<file path="src/design/esh_pkg.sv">
// Purpose: shared constants and types of the serial host port
// Assumes: one system clock, all pin inputs asynchronous to it
// Notes:   state codes, frame lengths and pin levels live here
package esh_pkg;

  // ****************************************************************
  // pin levels
  // ****************************************************************
  localparam logic STRAP_4WIRE = 1'h0;
  localparam logic STRAP_3WIRE = 1'h1;
  localparam logic DC_DATA     = 1'h1;
  localparam logic DC_COMMAND  = 1'h0;

  // ****************************************************************
  // frame lengths in serial clock rises
  // ****************************************************************
  localparam logic [3:0] FRAME_4WIRE = 4'h8;
  localparam logic [3:0] FRAME_3WIRE = 4'h9;

  // ****************************************************************
  // timing
  // ****************************************************************
  localparam int CLK_PERIOD_NS  = 10;
  localparam int T_CYCLE_MIN_NS = 250;
  // least time, rounded up to whole system cycles
  localparam int T_CYCLE_MIN_CYC =
    (T_CYCLE_MIN_NS + CLK_PERIOD_NS - 1) / CLK_PERIOD_NS;

  // ****************************************************************
  // synchroniser lanes
  // ****************************************************************
  localparam int SYNC_W    = 6;
  localparam int LANE_RST  = 0;
  localparam int LANE_STRP = 1;
  localparam int LANE_CSN  = 2;
  localparam int LANE_SCLK = 3;
  localparam int LANE_TRANSFER_DATA_IN = 4;
  localparam int LANE_DC   = 5;

  // ****************************************************************
  // types
  // ****************************************************************
  typedef enum logic [1:0] {
    ST_CAPTURE = 2'b00,
    ST_IDLE    = 2'b01,
    ST_SHIFT   = 2'b10
  } esh_state_t;

  typedef struct packed {
    logic       is_data;
    logic [7:0] value;
  } esh_wr_t;

  localparam esh_wr_t WR_RESET = '{is_data: 1'h0, value: 8'h00};

endpackage : esh_pkg

</file>
<file path="src/design/esh_sync.sv">
// Purpose: two-flop synchroniser for a group of pin inputs
// Assumes: each lane is an independent level
// Notes:   first stage feeds only the second stage
`timescale 1ns/100ps
module esh_sync #(
  parameter int WIDTH = 1
) (
  input  wire logic             clk_sys,
  input  wire logic             nrst,
  input  wire logic [WIDTH-1:0] async_in,
  output logic      [WIDTH-1:0] sync_out
);

  // ****************************************************************
  // two stages per lane
  // ****************************************************************
  genvar g;
  generate
    for (g = 0; g < WIDTH; g++) begin : g_lane
      logic stage1;
      logic stage2;

      // resets to zero; callers pick lanes whose idle level allows it
      always_ff @(posedge clk_sys or negedge nrst) begin
        if (!nrst) begin
          stage1 <= 1'h0;
          stage2 <= 1'h0;
        end else begin
          stage1 <= async_in[g];
          stage2 <= stage1;
        end
      end

      // each lane owns its own bit, so every bit has one driver
      assign sync_out[g] = stage2;
    end
  endgenerate

endmodule : esh_sync

</file>
<file path="src/design/esh_host_port.sv">
// Purpose: write-only serial host port, 4-wire and 3-wire framing
// Assumes: serial clock far slower than clk_sys, sampled not used
// Notes:   writes leave as one-cycle strobes with a registered word
`timescale 1ns/100ps
module esh_host_port #(
  parameter int CYCLE_MIN = esh_pkg::T_CYCLE_MIN_CYC
) (
  input  wire logic            clk_sys,
  input  wire logic            nrst,
  input  wire logic            reset_n,
  input  wire logic            interface_strap,
  input  wire logic            chip_select_n,
  input  wire logic            serial_clock,
  input  wire logic            transfer_data_in,
  input  wire logic            data_command,
  input  wire logic            wave_active,
  input  wire logic            otp_active,
  input  wire logic            temp_active,
  output esh_pkg::esh_wr_t     wr_word,
  output logic                 wr_ram_stb,
  output logic                 wr_cmd_stb,
  output logic                 framing_3wire,
  output logic                 activity_flag_n,
  output logic                 cmd_while_busy,
  output logic                 clock_too_fast,
  output logic                 transfer_data_oe
);

  // ****************************************************************
  // pin synchronisation
  // ****************************************************************
  logic [esh_pkg::SYNC_W-1:0] pins_raw;
  logic [esh_pkg::SYNC_W-1:0] pins_s;

  // chip select and reset are inverted so idle lanes reset to zero
  assign pins_raw[esh_pkg::LANE_RST]  = ~reset_n;
  assign pins_raw[esh_pkg::LANE_STRP] = interface_strap;
  assign pins_raw[esh_pkg::LANE_CSN]  = ~chip_select_n;
  assign pins_raw[esh_pkg::LANE_SCLK] = serial_clock;
  assign pins_raw[esh_pkg::LANE_TRANSFER_DATA_IN] = transfer_data_in;
  assign pins_raw[esh_pkg::LANE_DC]   = data_command;

  esh_sync #(
    .WIDTH (esh_pkg::SYNC_W)
  ) u_sync (
    .clk_sys  (clk_sys),
    .nrst     (nrst),
    .async_in (pins_raw),
    .sync_out (pins_s)
  );

  wire pin_reset = pins_s[esh_pkg::LANE_RST];
  wire strap_s   = pins_s[esh_pkg::LANE_STRP];
  wire selected  = pins_s[esh_pkg::LANE_CSN];
  wire sclk_s    = pins_s[esh_pkg::LANE_SCLK];
  wire transfer_data_in_s    = pins_s[esh_pkg::LANE_TRANSFER_DATA_IN];
  wire dc_s      = pins_s[esh_pkg::LANE_DC];

  // ****************************************************************
  // serial clock edge detection
  // ****************************************************************
  logic sclk_d;

  // delay of the synchronised level, never of the first stage
  always_ff @(posedge clk_sys or negedge nrst) begin
    if (!nrst) begin
      sclk_d <= 1'h0;
    end else begin
      sclk_d <= sclk_s;
    end
  end

  wire sclk_rise = sclk_s & ~sclk_d;

  // ****************************************************************
  // state and framing
  // ****************************************************************
  esh_pkg::esh_state_t state;
  esh_pkg::esh_state_t next_state;
  logic                mode_3wire;
  logic [3:0]          bit_cnt;
  logic [8:0]          shift;
  logic [1:0]          warm;

  // ones shifted in after release, as deep as the synchroniser
  always_ff @(posedge clk_sys or negedge nrst) begin
    if (!nrst) begin
      warm <= 2'h0;
    end else begin
      warm <= {warm[0], 1'h1};
    end
  end

  // strap lane reads zero until the synchroniser has filled
  wire sync_ready = warm[1];

  // strap read once after each reset release, then held static
  wire take_strap = (state == esh_pkg::ST_CAPTURE) & sync_ready;

  // frame length follows the captured strap level
  wire [3:0] frame_len = mode_3wire ? esh_pkg::FRAME_3WIRE
                                    : esh_pkg::FRAME_4WIRE;

  // a rise only counts while the host holds chip select low
  wire bit_take = (state == esh_pkg::ST_SHIFT) & selected
                  & sclk_rise;

  // msb arrives first, so bits enter from the bottom
  wire [8:0] next_shift = {shift[7:0], transfer_data_in_s};

  wire last_bit = bit_take & (bit_cnt == frame_len - 4'h1);

  // 4-wire marker is the pin on the eighth rise, 3-wire is bit one
  wire marker = mode_3wire ? next_shift[8]
                           : dc_s;
  // the D/C pin never reaches the marker in 3-wire framing
  wire marker_data = (marker == esh_pkg::DC_DATA);

  // ****************************************************************
  // next state
  // ****************************************************************
  always_comb begin
    next_state = state;
    case (state)
      esh_pkg::ST_CAPTURE: begin
        if (sync_ready) begin
          next_state = esh_pkg::ST_IDLE;
        end
      end
      esh_pkg::ST_IDLE: begin
        if (selected) begin
          next_state = esh_pkg::ST_SHIFT;
        end
      end
      esh_pkg::ST_SHIFT: begin
        // deselect drops any partial byte
        if (!selected) begin
          next_state = esh_pkg::ST_IDLE;
        end
      end
      default: begin
        next_state = esh_pkg::ST_CAPTURE;
      end
    endcase
  end

  // ****************************************************************
  // state register and strap capture
  // ****************************************************************
  // pin reset behaves like a fresh start, strap taken again
  always_ff @(posedge clk_sys or negedge nrst) begin
    if (!nrst) begin
      state      <= esh_pkg::ST_CAPTURE;
      mode_3wire <= esh_pkg::STRAP_4WIRE;
    end else if (pin_reset) begin
      state      <= esh_pkg::ST_CAPTURE;
    end else begin
      state      <= next_state;
      if (take_strap) begin
        mode_3wire <= strap_s;
      end
    end
  end

  // ****************************************************************
  // bit counter and shift register
  // ****************************************************************
  // counter restarts outside a selected shift so each byte is fresh
  always_ff @(posedge clk_sys or negedge nrst) begin
    if (!nrst) begin
      bit_cnt <= 4'h0;
      shift   <= 9'h000;
    end else if (pin_reset || state != esh_pkg::ST_SHIFT
                 || !selected) begin
      bit_cnt <= 4'h0;
      shift   <= 9'h000;
    end else if (last_bit) begin
      bit_cnt <= 4'h0;
      shift   <= 9'h000;
    end else if (bit_take) begin
      bit_cnt <= bit_cnt + 4'h1;
      shift   <= next_shift;
    end
  end

  // ****************************************************************
  // write strobes and word
  // ****************************************************************
  logic busy_now;

  // word and strobes in the cycle after the closing rise
  always_ff @(posedge clk_sys or negedge nrst) begin
    if (!nrst) begin
      wr_word    <= esh_pkg::WR_RESET;
      wr_ram_stb <= 1'h0;
      wr_cmd_stb <= 1'h0;
    end else begin
      wr_ram_stb <= last_bit & marker_data;
      wr_cmd_stb <= last_bit & ~marker_data;
      if (last_bit) begin
        wr_word.is_data <= marker_data;
        wr_word.value   <= next_shift[7:0];
      end
    end
  end

  // ****************************************************************
  // busy flag
  // ****************************************************************
  wire busy_src = wave_active | otp_active | temp_active;

  // low while waveform, otp or sensor work is in progress
  always_ff @(posedge clk_sys or negedge nrst) begin
    if (!nrst) begin
      busy_now        <= 1'h0;
      activity_flag_n <= 1'h1;
    end else begin
      busy_now        <= busy_src;
      activity_flag_n <= ~busy_src;
    end
  end

  // a command landing while busy is flagged, still delivered
  always_ff @(posedge clk_sys or negedge nrst) begin
    if (!nrst) begin
      cmd_while_busy <= 1'h0;
    end else begin
      cmd_while_busy <= last_bit & ~marker_data & busy_now;
    end
  end

  // ****************************************************************
  // serial clock rate check
  // ****************************************************************
  localparam int GAP_W = $clog2(CYCLE_MIN + 1);
  localparam logic [GAP_W-1:0] GAP_MIN = GAP_W'(CYCLE_MIN);
  localparam logic [GAP_W-1:0] GAP_ONE = GAP_W'(1);

  logic [GAP_W-1:0] gap;
  logic             gap_armed;

  // gap reads one less than the cycles between rises, so the limit drops by one
  wire too_close = sclk_rise & gap_armed & (gap < GAP_MIN - GAP_ONE);

  // counts cycles between rises inside one selection only
  always_ff @(posedge clk_sys or negedge nrst) begin
    if (!nrst) begin
      gap       <= '0;
      gap_armed <= 1'h0;
    end else if (!selected) begin
      gap       <= '0;
      gap_armed <= 1'h0;
    end else if (sclk_rise) begin
      gap       <= '0;
      gap_armed <= 1'h1;
    end else if (gap != GAP_MIN) begin
      gap       <= gap + GAP_ONE;
    end
  end

  always_ff @(posedge clk_sys or negedge nrst) begin
    if (!nrst) begin
      clock_too_fast <= 1'h0;
    end else begin
      clock_too_fast <= too_close;
    end
  end

  // ****************************************************************
  // status outputs
  // ****************************************************************
  assign framing_3wire    = mode_3wire;
  // no read path exists, the data line stays an input
  assign transfer_data_oe = 1'h0;

endmodule : esh_host_port

</file>
<file path="config.mk">
export PLATFORM = sky130hd
export DESIGN_NAME = esh_host_port
export DESIGN_NICKNAME = d
export VERILOG_FILES = /design/src/design/esh_pkg.sv /design/src/design/esh_sync.sv /design/src/design/esh_host_port.sv
export SDC_FILE = /design/constraint.sdc
export NUM_CORES = 1
export LEC_CHECK = 0
export ABC_AREA = 0
export BUFFER_PORTS_ARGS = -buffer_cell sky130_fd_sc_hd__clkbuf_2
export CAP_MARGIN = 20
export CORE_ASPECT_RATIO = 0.8
export CORE_UTILIZATION = 43
export CTS_CLUSTER_DIAMETER = 150
export DETAILED_ROUTE_END_ITERATION = 12
export GPL_ROUTABILITY_DRIVEN = 0
export HOLD_SLACK_MARGIN = 0.15
export PLACE_DENSITY_LB_ADDON = 0.15
export RECOVER_POWER = 25
export SLEW_MARGIN = 10
export SYNTH_ARGS = -nofsm -noshare
export SYNTH_HDL_FRONTEND = slang
export SYNTH_SLANG_ARGS = --single-unit
</file>
<file path="constraint.sdc">
create_clock -name clk_sys -period 5.15 [get_ports clk_sys]
set_clock_uncertainty 0.2 [all_clocks]
set_input_delay 0.515 -clock clk_sys [delete_from_list [all_inputs] [get_ports clk_sys]]
set_output_delay 0.515 -clock clk_sys [all_outputs]
set_load 0.03 [all_outputs]
</file>
Word-level counts from Yosys, hierarchy flattened
Cells that the tools add are included.
{ "word_totals": {"out_inout_bits": 16, "word_cells": 85, "input_bits": 11, "register_bits": 51} }
{ "op_classes": {"reduce_logical": 7, "add_sub_neg": 3, "magnitude_cmp": 1, "n_eq_ne": 10, "mux": 18, "bitwise_logic": 18} }
{ "ops": {"columns": ["operator", "n"], "rows": [
  ["8-bit 2-to-1 mux", 3],
  ["5-bit 2-to-1 mux", 3],
  ["4-bit 2-to-1 mux", 3],
  ["1-bit AND", 10],
  ["2-bit 2-to-1 mux", 4],
  ["3-bit by 2-bit != test with 1-bit output (second input constant)", 2],
  ["1-bit inverter", 6],
  ["2-bit one-hot mux with 3 select lines", 1],
  ["5-bit by 1-bit adder with 5-bit output (second input constant)", 1],
  ["5-bit < comparator (second input constant)", 1],
  ["5-bit != test (second input constant)", 1],
  ["4-bit by 1-bit adder with 4-bit output (second input constant)", 1],
  ["4-bit equality test", 1],
  ["1-bit 2-to-1 mux", 4],
  ["2-bit != test (second input constant)", 2],
  ["4-bit by 1-bit subtractor with 4-bit output (second input constant)", 1],
  ["3-bit by 1-bit != test with 1-bit output (second input constant)", 1],
  ["3-bit != test (second input constant)", 1],
  ["3-bit AND reduction", 1],
  ["3-bit nonzero test", 1],
  ["2-bit by 1-bit equality test with 1-bit output (second input constant)", 1],
  ["2-bit equality test (second input constant)", 1],
  ["2-bit zero test", 1],
  ["1-bit logical OR", 2],
  ["other kinds (3)", 4]
]} }

Logic depth before layout (Yosys ltp)
{ "depth": {"word_depth": 6, "mapped_depth": 5, "depth_no_buf": 5} }

Cells and area by module
From an unflattened synthesis, not the netlist that was laid out.
{ "unflattened": {"cells_unflattened": 167, "hier_area_um2": 2043.2} }
{ "by_module_without_submodules": {"columns": ["mod", "instances", "cells_per_inst", "area_per_inst_um2", "seq_area_each_um2"], "rows": [
  ["esh_host_port", 1, 149, 1697.9, 977.2],
  ["esh_sync", 1, 18, 345.3, 300.3]
]} }

Worst setup path before layout
Ideal clock, no wire load.
{ "synth_path": {"path_kind": "register -> register", "startpoint": "register mode_3wire, in the netlist framing_3wire", "endpoint": "register wr_word[3] (netlist name)", "path_buffers": 1, "t_required_ns": 4.825, "path_stages_with_launch": 6, "path_slack_ns": 3.151, "arrival_time_ns": 1.674, "period_less_slack_ns": 1.999, "setup_time_ns": 0.125, "path_cell_list": "dfrtp_1 > nor4b_2 > a22oi_1 > nor3_4 > buf_6 > mux2_4"} }
{ "synth_between": {"elab_chain_cells": 4} }
{ "synth_lines": {"columns": ["item", "line", "source"], "rows": [
  ["from (decl)", "esh_host_port.sv:80", "logic mode_3wire;"],
  ["from (signal assigned)", "esh_host_port.sv:154", "mode_3wire <= esh_pkg::STRAP_4WIRE;"],
  ["from (signal assigned)", "esh_host_port.sv:160", "mode_3wire <= strap_s;"],
  ["1-bit 2-to-1 mux", "esh_host_port.sv:101", "wire [3:0] frame_len = mode_3wire ? esh_pkg::FRAME_3WIRE"],
  ["4-bit by 1-bit subtractor with 4-bit output", "esh_host_port.sv:111", "wire last_bit = bit_take & (bit_cnt == frame_len - 4'h1);"],
  ["4-bit equality test", "esh_host_port.sv:111", null],
  ["1-bit AND", "esh_host_port.sv:111", null],
  ["to (signal assigned)", "esh_host_port.sv:194", "wr_word <= esh_pkg::WR_RESET;"],
  ["to (decl)", "esh_host_port.sv:19", "output esh_pkg::esh_wr_t wr_word,"]
]} }
Every way passes these cells.
A chain may end at the register's enable or synchronous reset.

Worst setup path after layout
{ "layout_path": {"startpoint": "register bit_cnt[0]", "endpoint": "register wr_word[1] (netlist name)"} }
{ "layout_between": {"elab_chain_cells": 2} }
{ "layout_lines": {"columns": ["item", "line", "source"], "rows": [
  ["from (decl)", "esh_host_port.sv:81", "logic [3:0] bit_cnt;"],
  ["from (signal assigned)", "esh_host_port.sv:181", "bit_cnt <= bit_cnt + 4'h1;"],
  ["4-bit equality test", "esh_host_port.sv:111", null],
  ["1-bit AND", "esh_host_port.sv:111", null]
]} }
Every way passes these cells.

==> metrics.txt <==
Pleak=between 1 and 1.5 nW; DPL Wire Length=~2100 um; sequential fraction of the synthesis area=approximately 66%; initial core utilization=45.53%; n_diodes=0; 1st-iter DRT viols=73; HP Class=reg -> reg; crit-path max FO=13; Core ar.=approximately 0.0043 mm^2; Avg WL per Cell=12.92 um; area of the multi-input gates=around 610 um^2; Peak VDD IR=between 200 and 250 uV; Synth area leader=dfrtp_1; ANT nets after route=0; Die X=just under 80 um; drt drc=0; fin. max-slew vios=0; Detailed Route WL=3178 um; share of cells above drive strength 1=between 20% and 30%; top_reg_cell synth=dfrtp_1; # port buffers=25; FF+latch count, synth=between 50 and 60; pin count of the biggest net entering global routing=52; R2R setup slack=around 2.7 ns; Power Density=about 340 mW/mm^2; RSZ-0062 raised after global routing=no; EDFF count, synth=0; outcome=completed; CTS sink cnt=between 50 and 60; Avg Cell Area, Syn=between 10 and 15 um^2; Tcrit/Tclk final=a little under half; minimum clock period=approximately 2.5 ns; FF/Latch Area=between 0.001 and 0.0015 mm^2; cells on worst reg2reg path=4; fill cell total of the finished layout=380; router iterations before antenna repair=4; die height=around 62 um; kind of critical path=reg -> reg; Mapped Area=about 0.0019 mm^2; synth top area cells=dfrtp_1, mux2_4, nand2_1, a21oi_1, nand3_1; row count=21; Syn Nets=between 150 and 200; max_slew headroom=33.36%; Worst-path clk slew=about 0.09 ns; synth unique cells=34; final setup vio count=0; max-cap viol count=0; Max Fclk=between 400 and 500 MHz; Synth top area share=64.56%; initial antenna violation count=0; worst-margin pin slew=around 1 ns; Worst Path Arrival=2.46 ns; WP data required=slightly above 5 ns; Max Buffers Root-to-Sink=2; number of global-route vias before repair=1106; cts bufs inserted=5; Layout area overhead=19.30%; first-pass GRT wire length=5112 um; Vias=around 1200; asr flop ratio synth=100.0%; worst slack at placement=2.663 ns; CTS tree=built; crit path launch type=flip-flop; die footprint=~0.0048 mm^2; setup TNS=0 ns; synthesis warning total=0; postcts setup bufs=0; gr ovfl total=0; Final Hold Vio Count=0; total number of H-tree levels=2; Root Driver=clkbuf_8; Layout Nets=between 200 and 250; # resized after CTS=0; GRT Total Usage=roughly 15%; hold depth=0; Setup crit end kind=flip-flop; worst setup margin=2.680 ns; vias per cell=4.902; Worst-Skew Late Latency=around 0.30 ns; I/O Pins=27; Cells after Synth=about 150
## layout by cell type, fill, tap and decap left out, drive strengths merged
master / count
clkinvlp: 1
buf: 1
or2: 1
dlygate4sd3: 7
clkbuf: 30
nor4b: 1
and3: 3
a211oi: 1
nor3b: 1
nand2b: 1
nand4b: 1
o21a: 1
xor2: 5
xnor2: 2
nor4: 1
dfstp: 1
nand3: 10
or3: 1
a22oi: 1
nand2: 19
bufinv: 2
a21oi: 11
ha: 3
nor3: 3
and2: 1
mux2: 9
conb: 2
inv: 5
mux2i: 2
dfrtp: 50
nand3b: 1
nor2b: 2
nor2: 9
## kinds of logic after synthesis
kind of cell             count (synthesis)  share of synthesized area (%)
AND/OR/NAND/NOR                         55                          14.59
flip-flops                              51                          65.91
AO/OA/AOI/OAI                           14                          4.003
multiplexers                            11                          7.230
buffers and inverters                   11                          2.776
XOR/XNOR                                 7                          3.163
adder cells (fa/ha/maj)                  3                          1.937
other                                    2                         0.3875
## report_power, final
group | switching, mW | internal, mW | total (mW)
logic | 0.0274 | 0.0180 | 0.0454
registers | 0.00836 | 0.412 | 0.420
clock network | 0.128 | 0.194 | 0.321
total | 0.163 | 0.623 | 0.787
## through the flow
step	utilization [%]	instances	hold slack [ns]	power [mW]	area [um^2]
3_5_place_dp	49.50	231	0.1347	0.4709	2107
4_1_cts	54.35	246	0.1567	0.7987	2313
3_3_place_gp	49.50	231	0.1344	0.4685	2107
5_1_grt	54.32	246	0.1640	0.8218	2312
2_1_floorplan	-	154	0.01941	0.4508	1938
6_report	54.32	246	0.1542	0.7866	2312
## state kept, by name (all words and copies together), names as in the netlist, 2 cells and up
signal and flops:
bit_cnt 4, gap 5, shift 8, state 2
u_sync.g_lane.stage1 6, u_sync.g_lane.stage2 6, warm 2, wr_word 9
## cells in the mapped netlist (all sizes together) (2+ instances only)
master	number
nor3	3
xnor2	2
nand2	19
nor2	9
buf	3
mux2i	2
inv	5
mux2	9
xor2	5
and3	3
nor2b	2
clkbuf	3
conb	2
a21oi	11
dfrtp	50
ha	3
nand3	10
## worst paths after layout
| check | start | to |
|---|---|---|
| max in group asynchronous | nrst | busy_now$_DFF_PN0_ |
| hold / removal | u_sync.g_lane[1].stage1$_DFF_PN0_ | u_sync.g_lane[1].stage2$_DFF_PN0_ |
| hold reg to reg | u_sync.g_lane[1].stage1$_DFF_PN0_ | u_sync.g_lane[1].stage2$_DFF_PN0_ |
| setup / recovery | bit_cnt[0]$_DFFE_PN0P_ | wr_word[1]$_DFFE_PN0P_ |
| min in group asynchronous | nrst | gap[2]$_DFFE_PN0P_ |
| setup reg to reg | bit_cnt[0]$_DFFE_PN0P_ | wr_word[1]$_DFFE_PN0P_ |
## area by class of cell
cell class                      count  share of cell area [%]
Timing Repair Buffer               33                   8.712
Clock inverter                      3                   2.922
Inverter                            5                  0.8117
Clock buffer                        5                   2.976
Multi-Input combinational cell     92                   26.24
Tap cell                           57                   3.084
Sequential cell                    51                   55.25
## what timing repair did
item / in CTS / in global routing
endpoints found under the hold margin: 56 / 0
setup endpoints to repair: 0 / 0
hold buffers: 7 / 0
## critical path, cell delays in order, from the launching register on
cell and delay [ns]:
dfrtp_1 0.44, nor4b_2 0.29, a22oi_1 0.34, nor3_4 0.68
mux2_2 0.41
## layer usage
metal  vias up  track usage (%)  part of all wire [%]
met5         -                0                     0
met4         0            9.164                   2.1
met3         8            4.818                   4.8
met2        33            23.34                    45
met1       590            18.20                    48
li1        575                -                     -
No activity file was read; power rests on OpenSTA's default activity.
